==> src/hdl/mae_pkg.sv <==
// package: register map, formats, tables and timing of the mono audio engine
package mae_pkg;

   // ----------------------------------------
   // clock and timing
   // ----------------------------------------
   localparam int CLK_HZ        = 40_000_000;
   localparam int EFFECT_MS     = 100;
   localparam int EFFECT_CYCLES = EFFECT_MS * (CLK_HZ / 1000);

   // ----------------------------------------
   // register map (byte offsets on the register port)
   // ----------------------------------------
   localparam logic [7:0] OFS_EFFECT_SELECT   = 8'h00;
   localparam logic [7:0] OFS_EFFECT_PLAY     = 8'h04;
   localparam logic [7:0] OFS_EFFECT_VOLUME   = 8'h08;
   localparam logic [7:0] OFS_CLIP_START      = 8'h0C;
   localparam logic [7:0] OFS_CLIP_LENGTH     = 8'h10;
   localparam logic [7:0] OFS_CLIP_RATE       = 8'h14;
   localparam logic [7:0] OFS_CLIP_FORMAT     = 8'h18;
   localparam logic [7:0] OFS_CLIP_REPEAT     = 8'h1C;
   localparam logic [7:0] OFS_CLIP_PLAY       = 8'h20;
   localparam logic [7:0] OFS_CLIP_VOLUME     = 8'h24;
   localparam logic [7:0] OFS_CLIP_READ_PTR   = 8'h28;

   localparam int ADDR_W = 20;

   // ----------------------------------------
   // effects and synthesis
   // ----------------------------------------
   localparam logic [7:0]  EFFECT_SILENCE    = 8'h00;
   localparam logic [7:0]  EFFECT_ONESHOT_MIN = 8'h40;
   localparam logic [23:0] NOTE_BASE_INC     = 24'h00006E;
   localparam logic [23:0] NOTE_STEP_INC     = 24'h000007;
   localparam logic [23:0] FIX_STEP_INC      = 24'h000010;
   localparam logic [7:0]  PWM_MID           = 8'h80;

   localparam logic [7:0] SINE_ROM [0:15] = '{
      8'h00, 8'h30, 8'h5A, 8'h76, 8'h7F, 8'h76, 8'h5A, 8'h30,
      8'h00, 8'hD0, 8'hA6, 8'h8A, 8'h81, 8'h8A, 8'hA6, 8'hD0};

   // ----------------------------------------
   // clip formats and decoder tables
   // ----------------------------------------
   typedef enum logic [1:0] {
      FMT_LINEAR = 2'b00,
      FMT_MULAW  = 2'b01,
      FMT_ADPCM  = 2'b10
   } mae_fmt_t;

   localparam logic [15:0] MULAW_BIAS = 16'h0084;
   localparam logic [6:0]  ADPCM_IDX_MAX = 7'h58;

   localparam logic [14:0] ADPCM_STEP [0:88] = '{
      15'h7,15'h8,15'h9,15'hA,15'hB,15'hC,15'hD,15'hE,15'h10,15'h11,15'h13,15'h15,
      15'h17,15'h19,15'h1C,15'h1F,15'h22,15'h25,15'h29,15'h2D,15'h32,15'h37,15'h3C,
      15'h42,15'h49,15'h50,15'h58,15'h61,15'h6B,15'h76,15'h82,15'h8F,15'h9D,15'hAD,
      15'hBE,15'hD1,15'hE6,15'hFD,15'h117,15'h133,15'h151,15'h173,15'h198,15'h1C1,
      15'h1EE,15'h220,15'h256,15'h292,15'h2D4,15'h31C,15'h36C,15'h3C3,15'h424,
      15'h48E,15'h502,15'h583,15'h610,15'h6AB,15'h756,15'h812,15'h8E0,15'h9C3,
      15'hABD,15'hBD0,15'hCFF,15'hE4C,15'hFBA,15'h114C,15'h1307,15'h14EE,15'h1706,
      15'h1954,15'h1BDC,15'h1EA5,15'h21B6,15'h2515,15'h28CA,15'h2CDF,15'h315B,
      15'h364B,15'h3BB9,15'h41B2,15'h4844,15'h4F7E,15'h5771,15'h602F,15'h69CE,
      15'h7462,15'h7FFF};

   localparam logic [3:0] ADPCM_IDX_ADJ [0:7] = '{
      4'hF, 4'hF, 4'hF, 4'hF, 4'h2, 4'h4, 4'h6, 4'h8};

   // ----------------------------------------
   // register port carrier
   // ----------------------------------------
   typedef struct packed {
      logic        wr;
      logic        rd;
      logic [7:0]  addr;
      logic [31:0] wdata;
   } mae_req_t;

endpackage

==> src/hdl/mae_audio_engine.sv <==
// module: mono audio engine with effect synthesizer, clip playback and pwm output
`timescale 1ns/1ps

// Operation
// mono audio as pwm on one pin
// output mixes synthesizer and clip playback
// effects come from small wave-table rom
// select code then write 1 starts effect
// effect trigger reads 1 while sounding
// some effects loop; new trigger replaces effect
// code 0 with trigger stops effect
// effect select is 16 bits, code low
// upper byte is note for pitch effects
// effect volume scales synthesized effects
// clip read from ram, start and length
// clip samples consumed at programmed hertz rate
// format register picks one of three
// 8-bit linear, 8-bit mu-law, 4-bit adpcm
// repeat 0 plays once, 1 loops
// any write to clip trigger starts
// clip trigger reads 1 while playing
// clip volume 0 to 255 scales playback
// adpcm low nibble first, high second
// host reads back clip read pointer
// host refills looping buffer using pointer
// pointer advances, wraps to start when looping
// finished clip goes silent, status clears
module mae_audio_engine
   import mae_pkg::*;
#(
   parameter int EFFECT_LEN = EFFECT_CYCLES
) (
   // clock and reset
   input  wire logic              clk_in,
   input  wire logic              reset_in,
   // register port
   input  wire mae_req_t          req_in,
   output logic [31:0]            rdata_out,
   output logic                   rvalid_out,
   // clip ram read port, data one cycle after the strobe
   output logic [ADDR_W-1:0]      ram_addr_out,
   output logic                   ram_rd_out,
   input  wire logic [7:0]        ram_data_in,
   // audio pin
   output logic                   audio_pwm_out
);

   // ----------------------------------------
   // registers
   // ----------------------------------------
   typedef enum logic [1:0] {
      C_IDLE  = 2'b00,
      C_RUN   = 2'b01,
      C_FETCH = 2'b10,
      C_LOAD  = 2'b11
   } mae_cstate_t;

   logic [15:0]        effect_select_reg;
   logic [7:0]         effect_volume_reg;
   logic [ADDR_W-1:0]  clip_start_reg;
   logic [ADDR_W-1:0]  clip_length_reg;
   logic [15:0]        clip_rate_reg;
   mae_fmt_t           clip_format_reg;
   logic               clip_repeat_reg;
   logic [7:0]         clip_volume_reg;

   logic               eff_active_reg;
   logic [7:0]         eff_code_reg;
   logic [7:0]         eff_note_reg;
   logic [23:0]        eff_phase_reg;
   logic [31:0]        eff_dur_reg;

   mae_cstate_t        cstate_reg;
   logic               clip_active_reg;
   logic [ADDR_W-1:0]  clip_ptr_reg;
   logic [ADDR_W-1:0]  clip_remain_reg;
   logic [26:0]        rate_acc_reg;
   logic [7:0]         byte_reg;
   logic               nib_hi_reg;
   logic               last_reg;
   logic [15:0]        pred_reg;
   logic [6:0]         idx_reg;
   logic [15:0]        sample_reg;
   logic [7:0]         level_reg;
   logic [7:0]         pwm_cnt_reg;

   logic               wr_eff_play;
   logic               wr_clip_play;
   logic               eff_oneshot;
   logic [23:0]        eff_inc;
   logic [26:0]        rate_sum;
   logic               tick;
   logic               is_adpcm;

   assign wr_eff_play  = req_in.wr && req_in.addr == OFS_EFFECT_PLAY;
   assign wr_clip_play = req_in.wr && req_in.addr == OFS_CLIP_PLAY;
   assign eff_oneshot  = eff_code_reg >= EFFECT_ONESHOT_MIN;
   assign is_adpcm     = clip_format_reg == FMT_ADPCM;
   assign rate_sum     = rate_acc_reg + {11'h000, clip_rate_reg};
   assign tick         = rate_sum >= 27'(CLK_HZ);

   // ----------------------------------------
   // decoders
   // ----------------------------------------
   function automatic logic [15:0] mulaw_dec(input logic [7:0] b);
      logic [7:0]  u;
      logic [15:0] t;
      logic [15:0] mag;
      u   = ~b;
      t   = ({9'h000, u[3:0], 3'h0} + MULAW_BIAS) << u[6:4];
      mag = t - MULAW_BIAS;
      return u[7] ? 16'(-mag) : mag;
   endfunction

   function automatic logic [22:0] adpcm_dec(input logic [3:0] c,
                                             input logic [15:0] pred,
                                             input logic [6:0] idx);
      logic [15:0] step;
      logic [16:0] diff;
      logic [17:0] sum;
      logic [7:0]  ni;
      step = {1'b0, ADPCM_STEP[idx]};
      diff = {4'h0, step[15:3]};
      if (c[2]) begin
         diff = diff + {1'b0, step};
      end
      if (c[1]) begin
         diff = diff + {2'h0, step[15:1]};
      end
      if (c[0]) begin
         diff = diff + {3'h0, step[15:2]};
      end
      sum = c[3] ? {{2{pred[15]}}, pred} - {1'b0, diff}
                 : {{2{pred[15]}}, pred} + {1'b0, diff};
      if ($signed(sum) > $signed(18'h07FFF)) begin
         sum = 18'h07FFF;
      end else if ($signed(sum) < $signed(18'h38000)) begin
         sum = 18'h38000;
      end
      ni = {1'b0, idx} + {{4{ADPCM_IDX_ADJ[c[2:0]][3]}}, ADPCM_IDX_ADJ[c[2:0]]};
      if (ni[7]) begin
         ni = 8'h00;
      end else if (ni > {1'b0, ADPCM_IDX_MAX}) begin
         ni = {1'b0, ADPCM_IDX_MAX};
      end
      return {sum[15:0], ni[6:0]};
   endfunction

   // ----------------------------------------
   // host registers
   // ----------------------------------------
   always_ff @(posedge clk_in) begin
      if (reset_in) begin
         effect_select_reg <= 16'h0000;
         effect_volume_reg <= 8'h00;
         clip_start_reg    <= '0;
         clip_length_reg   <= '0;
         clip_rate_reg     <= 16'h0000;
         clip_format_reg   <= FMT_LINEAR;
         clip_repeat_reg   <= 1'b0;
         clip_volume_reg   <= 8'h00;
      end else if (req_in.wr) begin
         case (req_in.addr)
            OFS_EFFECT_SELECT: effect_select_reg <= req_in.wdata[15:0];
            OFS_EFFECT_VOLUME: effect_volume_reg <= req_in.wdata[7:0];
            OFS_CLIP_START:    clip_start_reg    <= req_in.wdata[ADDR_W-1:0];
            OFS_CLIP_LENGTH:   clip_length_reg   <= req_in.wdata[ADDR_W-1:0];
            OFS_CLIP_RATE:     clip_rate_reg     <= req_in.wdata[15:0];
            OFS_CLIP_FORMAT: begin
               if (req_in.wdata[1:0] != 2'b11) begin
                  clip_format_reg <= mae_fmt_t'(req_in.wdata[1:0]);
               end
            end
            OFS_CLIP_REPEAT:   clip_repeat_reg   <= req_in.wdata[0];
            OFS_CLIP_VOLUME:   clip_volume_reg   <= req_in.wdata[7:0];
            default: ;
         endcase
      end
   end

   always_ff @(posedge clk_in) begin
      if (reset_in) begin
         rdata_out  <= 32'h00000000;
         rvalid_out <= 1'b0;
      end else begin
         rvalid_out <= req_in.rd;
         case (req_in.addr)
            OFS_EFFECT_SELECT: rdata_out <= {16'h0000, effect_select_reg};
            OFS_EFFECT_PLAY:   rdata_out <= {31'h0, eff_active_reg};
            OFS_EFFECT_VOLUME: rdata_out <= {24'h0, effect_volume_reg};
            OFS_CLIP_START:    rdata_out <= 32'(clip_start_reg);
            OFS_CLIP_LENGTH:   rdata_out <= 32'(clip_length_reg);
            OFS_CLIP_RATE:     rdata_out <= {16'h0000, clip_rate_reg};
            OFS_CLIP_FORMAT:   rdata_out <= {30'h0, clip_format_reg};
            OFS_CLIP_REPEAT:   rdata_out <= {31'h0, clip_repeat_reg};
            OFS_CLIP_PLAY:     rdata_out <= {31'h0, clip_active_reg};
            OFS_CLIP_VOLUME:   rdata_out <= {24'h0, clip_volume_reg};
            OFS_CLIP_READ_PTR: rdata_out <= 32'(clip_ptr_reg);
            default:           rdata_out <= 32'h00000000;
         endcase
      end
   end

   // ----------------------------------------
   // effect synthesizer
   // ----------------------------------------
   assign eff_inc = eff_oneshot ? 24'(eff_code_reg * FIX_STEP_INC)
                                : 24'(NOTE_BASE_INC + eff_note_reg * NOTE_STEP_INC);

   always_ff @(posedge clk_in) begin
      if (reset_in) begin
         eff_active_reg <= 1'b0;
         eff_code_reg   <= EFFECT_SILENCE;
         eff_note_reg   <= 8'h00;
         eff_phase_reg  <= 24'h000000;
         eff_dur_reg    <= 32'h00000000;
      end else if (wr_eff_play && req_in.wdata[0]) begin
         eff_code_reg   <= effect_select_reg[7:0];
         eff_note_reg   <= effect_select_reg[15:8];
         eff_active_reg <= effect_select_reg[7:0] != EFFECT_SILENCE;
         eff_phase_reg  <= 24'h000000;
         eff_dur_reg    <= 32'h00000000;
      end else if (eff_active_reg) begin
         eff_phase_reg <= eff_phase_reg + eff_inc;
         if (eff_oneshot) begin
            eff_dur_reg <= eff_dur_reg + 32'h1;
            if (eff_dur_reg == 32'(EFFECT_LEN - 1)) begin
               eff_active_reg <= 1'b0;
            end
         end
      end
   end

   // ----------------------------------------
   // clip playback
   // ----------------------------------------
   always_ff @(posedge clk_in) begin
      if (reset_in || cstate_reg == C_IDLE) begin
         rate_acc_reg <= 27'h0;
      end else if (tick) begin
         rate_acc_reg <= rate_sum - 27'(CLK_HZ);
      end else begin
         rate_acc_reg <= rate_sum;
      end
   end

   always_ff @(posedge clk_in) begin
      logic [22:0] dec;
      dec = 23'h0;
      if (reset_in) begin
         cstate_reg      <= C_IDLE;
         clip_active_reg <= 1'b0;
         clip_ptr_reg    <= '0;
         clip_remain_reg <= '0;
         byte_reg        <= 8'h00;
         nib_hi_reg      <= 1'b0;
         last_reg        <= 1'b0;
         pred_reg        <= 16'h0000;
         idx_reg         <= 7'h00;
         sample_reg      <= 16'h0000;
         ram_rd_out      <= 1'b0;
         ram_addr_out    <= '0;
      end else begin
         ram_rd_out <= 1'b0;
         if (wr_clip_play) begin
            cstate_reg      <= clip_length_reg != '0 ? C_RUN : C_IDLE;
            clip_active_reg <= clip_length_reg != '0;
            clip_ptr_reg    <= clip_start_reg;
            clip_remain_reg <= clip_length_reg;
            nib_hi_reg      <= 1'b0;
            last_reg        <= 1'b0;
            pred_reg        <= 16'h0000;
            idx_reg         <= 7'h00;
            sample_reg      <= 16'h0000;
         end else begin
            case (cstate_reg)
               C_RUN: begin
                  if (tick && is_adpcm && nib_hi_reg) begin
                     dec        = adpcm_dec(byte_reg[7:4], pred_reg, idx_reg);
                     pred_reg   <= dec[22:7];
                     idx_reg    <= dec[6:0];
                     sample_reg <= dec[22:7];
                     nib_hi_reg <= 1'b0;
                     if (last_reg && !clip_repeat_reg) begin
                        cstate_reg      <= C_IDLE;
                        clip_active_reg <= 1'b0;
                        sample_reg      <= 16'h0000;
                     end
                  end else if (tick) begin
                     ram_rd_out   <= 1'b1;
                     ram_addr_out <= clip_ptr_reg;
                     cstate_reg   <= C_FETCH;
                  end
               end
               C_FETCH: cstate_reg <= C_LOAD;
               C_LOAD: begin
                  cstate_reg <= C_RUN;
                  byte_reg   <= ram_data_in;
                  last_reg   <= clip_remain_reg == ADDR_W'(1);
                  if (clip_remain_reg == ADDR_W'(1) && clip_repeat_reg) begin
                     clip_ptr_reg    <= clip_start_reg;
                     clip_remain_reg <= clip_length_reg;
                  end else begin
                     clip_ptr_reg    <= clip_ptr_reg + ADDR_W'(1);
                     clip_remain_reg <= clip_remain_reg - ADDR_W'(1);
                  end
                  case (clip_format_reg)
                     FMT_ADPCM: begin
                        dec        = adpcm_dec(ram_data_in[3:0], pred_reg, idx_reg);
                        pred_reg   <= dec[22:7];
                        idx_reg    <= dec[6:0];
                        sample_reg <= dec[22:7];
                        nib_hi_reg <= 1'b1;
                     end
                     FMT_MULAW: sample_reg <= mulaw_dec(ram_data_in);
                     default:   sample_reg <= {ram_data_in, 8'h00};
                  endcase
                  if (!is_adpcm && clip_remain_reg == ADDR_W'(1) && !clip_repeat_reg) begin
                     cstate_reg      <= C_IDLE;
                     clip_active_reg <= 1'b0;
                     sample_reg      <= 16'h0000;
                  end
               end
               default: cstate_reg <= C_IDLE;
            endcase
         end
      end
   end

   // ----------------------------------------
   // mixer and pwm
   // ----------------------------------------
   logic signed [16:0] eff_prod;
   logic signed [16:0] clip_prod;
   logic signed [9:0]  mix_sum;
   logic [7:0]         eff_wave;

   assign eff_wave  = eff_active_reg ? SINE_ROM[eff_phase_reg[23:20]] : 8'h00;
   assign eff_prod  = $signed(eff_wave) * $signed({1'b0, effect_volume_reg});
   assign clip_prod = $signed(sample_reg[15:8]) * $signed({1'b0, clip_volume_reg});
   assign mix_sum   = 10'(eff_prod[16:8]) + 10'(clip_prod[16:8]);

   always_ff @(posedge clk_in) begin
      if (reset_in) begin
         level_reg     <= PWM_MID;
         pwm_cnt_reg   <= 8'h00;
         audio_pwm_out <= 1'b0;
      end else begin
         level_reg     <= mix_sum[8:1] + PWM_MID;
         pwm_cnt_reg   <= pwm_cnt_reg + 8'h01;
         audio_pwm_out <= pwm_cnt_reg < level_reg;
      end
   end
endmodule

==> config.mk <==
export PLATFORM = sky130hd
export DESIGN_NAME = mae_audio_engine
export DESIGN_NICKNAME = d
export VERILOG_FILES = /design/src/hdl/mae_pkg.sv /design/src/hdl/mae_audio_engine.sv
export SDC_FILE = /design/constraint.sdc
export NUM_CORES = 2
export LEC_CHECK = 0
export ABC_AREA = 1
export BUFFER_PORTS_ARGS = -buffer_cell sky130_fd_sc_hd__buf_2
export CAP_MARGIN = 20
export CORE_ASPECT_RATIO = 1.1
export CORE_UTILIZATION = 45
export CTS_CLUSTER_SIZE = 10
export DETAILED_ROUTE_END_ITERATION = 8
export GPL_TIMING_DRIVEN = 1
export SLEW_MARGIN = 15
export SYNTH_ARGS = -nofsm -noshare
export SYNTH_HDL_FRONTEND = slang
export SYNTH_SLANG_ARGS = --single-unit
==> constraint.sdc <==
create_clock -name clk_in -period 19.7 [get_ports clk_in]
set_input_delay 4.925 -clock clk_in [delete_from_list [all_inputs] [get_ports clk_in]]
set_output_delay 4.925 -clock clk_in [all_outputs]
set_load 0.01 [all_outputs]
==> metrics.yaml <==
vdd_drop_max_uv: 56.6
internal-power_mw: 1.11
synth_seq_area_share_pct: 20.8
die_h_um: 281
synth_ff_type: "dfxtp_1"
ant_nets: 0
fin_crit_sh_pct: 62.1
slew_violations: 0
syn-cell-area_sq_mm: 0.0318
slowest_delay_ns: 0.75
overflow: 0
whs_path_depth: 2
root_buffer: "clkbuf_16"
yosysWarnings: 0
power_frac_clock_pct: 46.8
cp_common_cell: "nand2_1"
antenna_found_initial: 2
final_cell_mix: "nand2_1, inv_1, a21oi_1"
die_w_um: 256
drc_errors: 0
cp-startpoint: "ram_data_in[2]"
fmax_mhz: 81.7
reg2regPathDepth: 59
hold_buffers: 0
syn_area_per_cell_sq_um: 6.53
cts_resized: 0
max-slew-margin-rel_pct: 26.9
power.density_mw_per_mm2: 43.9
ios: 107
grt.busiest_layer: "met2"
firstDrtPassIters: 6
clk_latency_ns: 0.58
gp_congestion: 0.930
dieArea_sq_mm: 0.0718
viasPerCell: 5.30
final_util_pct: 49.0
grt_pass1_vias: 28865
ys_seq_elements: 330
fill_cells: 7346
dp_hpwl_um: 73500
grt_pass1_wl_um: 152000
cts_setup_buffers: 0
hold_viol_final: 0
worst_pin_slew_ns: 1.07
layout.nets: 5306
final_common_cell: "nand2_1"
cts_buffer_depth: 3
worst-path-max-fanout: 21
arrival_ns: 12.68
drt_iter0_drc: 2139
maxCapViolations: 0
core-area_sq_mm: 0.0695
power_mw: 1.50
synthArstFlopShare_pct: 0
clock-sinks: 330
power.switching_mw: 0.387
r2r_end: "sample_reg[10]"
reg2reg_slack_ns: 8.74
largest_reg_flops: 32
finalSetupTns_ns: 0
register_area_sq_mm: 0.00661
area_delta_synth_final_pct: 7.08
hold_class: "flop to flop"
min_period_ns: 12.24
grt.total_usage_pct: 26.1
finClkSkew_ns: 0.0533
whs_ns: 0.442
grt_use_met3_pct: 2.40
via_count: 30850
cts_htree_levels: 2
power.leakage_nw: 16.7
grt_setup_unrepaired: "false"
rows: 101
wirelength_um: 95400
antennaDiodeCount: 0
io_buffers: 82
combPwrFrac_pct: 8.3
start_util_pct: 45.8
synthesis.instances: 4875
wl_per_cell_um: 16.4
clkTransAtPathRegs_ns: 0.06
synth_edf_count: 0
grt_max_degree: 98
grt_use_met2_pct: 44.5
drive_gt1_share_pct: 6.44
required_ns: 20.14
crit_type: "input pin to flop"
numCtsBuffers: 41
synth_cell_types: 70
seq_power_share_pct: 44.8
r2r-start: "idx_reg[1]"
met1_usage_pct: 34.8
cts_tree: "done"
endpoint: "sample_reg[10]"
status: "complete, no violations"
multi_input_area_sq_mm: 0.0216
worstSetupStartpointType: "input pin"
setup_viol: 0
power.share.switching_pct: 25.9
cp_slowest_cell: "clkinv_1"
end_kind: "flop"
[layer usage]
layer	wire, um	vias to the layer above
met4	2860	2
li1	-	15844
met5	13	-
met1	44200	14069
met3	4360	144
met2	44000	791
[power groups by stage]
stage | logic [mW] | clock network [mW] | registers, mW
after global routing | 0.139 | 0.742 | 0.670
after detailed placement | 0.121 | 0 | 0.685
after global placement | 0.121 | 0 | 0.685
after CTS | 0.122 | 0.717 | 0.670
after floorplan | 0.0881 | 0 | 0.684
final | 0.124 | 0.701 | 0.670
[worst min path at each step]
stage / from / to
after global routing: ram_addr_out[8] / ram_addr_out[8]
after CTS: ram_addr_out[4] / ram_addr_out[4]
after detailed placement: ram_addr_out[10] / ram_addr_out[10]
after global placement: ram_addr_out[10] / ram_addr_out[10]
final: ram_addr_out[13] / ram_addr_out[13]
after floorplan: eff_code_reg[3] / eff_code_reg[3]
[worst max-delay path, delay by kind of cell]
kind                       cells  cell delay (ns)
AOI/OAI and AO/OA              2             0.42
xor gates and xnor gates       4             0.76
adders and majority gates      3             1.09
buffers and inverters          7             1.51
and+or+nand+nor               32             3.97
[through the flow]
stage	instances	cell area (sq um)	setup slack, ns
finish	5819	34100	7.46
global route	5819	34100	6.69
CTS	5818	34100	7.57
detailed placement	5759	32900	7.07
global placement	5759	32900	7.03
floorplan	4886	31900	8.92
[synth_stat cells, drive strengths merged (10+ instances only)]
cell | n | area share [%]
nor2 | 437 | 5.5
xnor2 | 38 | 1.0
nand2 | 1066 | 13
o211ai | 22 | 0.53
xor2 | 141 | 3.9
buf | 51 | 1.2
dfxtp | 330 | 21
a21o | 13 | 0.31
clkbuf | 109 | 1.3
a211oi | 17 | 0.40
nor3 | 54 | 0.94
o221ai | 10 | 0.28
or2 | 30 | 0.59
nand4 | 61 | 1.3
a31oi | 16 | 0.31
nand3b | 19 | 0.45
fa | 89 | 5.6
inv | 766 | 9.1
nand3 | 340 | 5.6
o21bai | 22 | 0.52
a221oi | 11 | 0.30
o22ai | 23 | 0.45
o21a | 14 | 0.33
and2 | 24 | 0.47
ha | 289 | 11
nor4 | 22 | 0.47
a21oi | 441 | 7.0
o21ai | 362 | 5.8
[final cells by class]
class / count / share of cell area (%)
flip-flops and latches: 330 / 19.4
clock buffers: 53 / 3.32
inverters: 775 / 8.58
repair buffers: 107 / 1.81
multi-input cells: 3621 / 63.3
well taps: 927 / 3.40
clock inverters: 6 / 0.217
[cells by family (layout without fill, tap and decap cells)]
kind of cell | after synthesis | in the layout | synth area share, %
compound gates | 986 | 986 | 17.1
xor+xnor | 179 | 179 | 5.00
fa+ha+maj | 378 | 378 | 17.0
buf+inv | 935 | 941 | 11.7
flops | 330 | 330 | 20.8
mux | 3 | 3 | 0.0943
other cells | 1 | 12 | 0.0118
simple gates | 2063 | 2063 | 28.4
No activity file was read; power rests on OpenSTA's default activity.
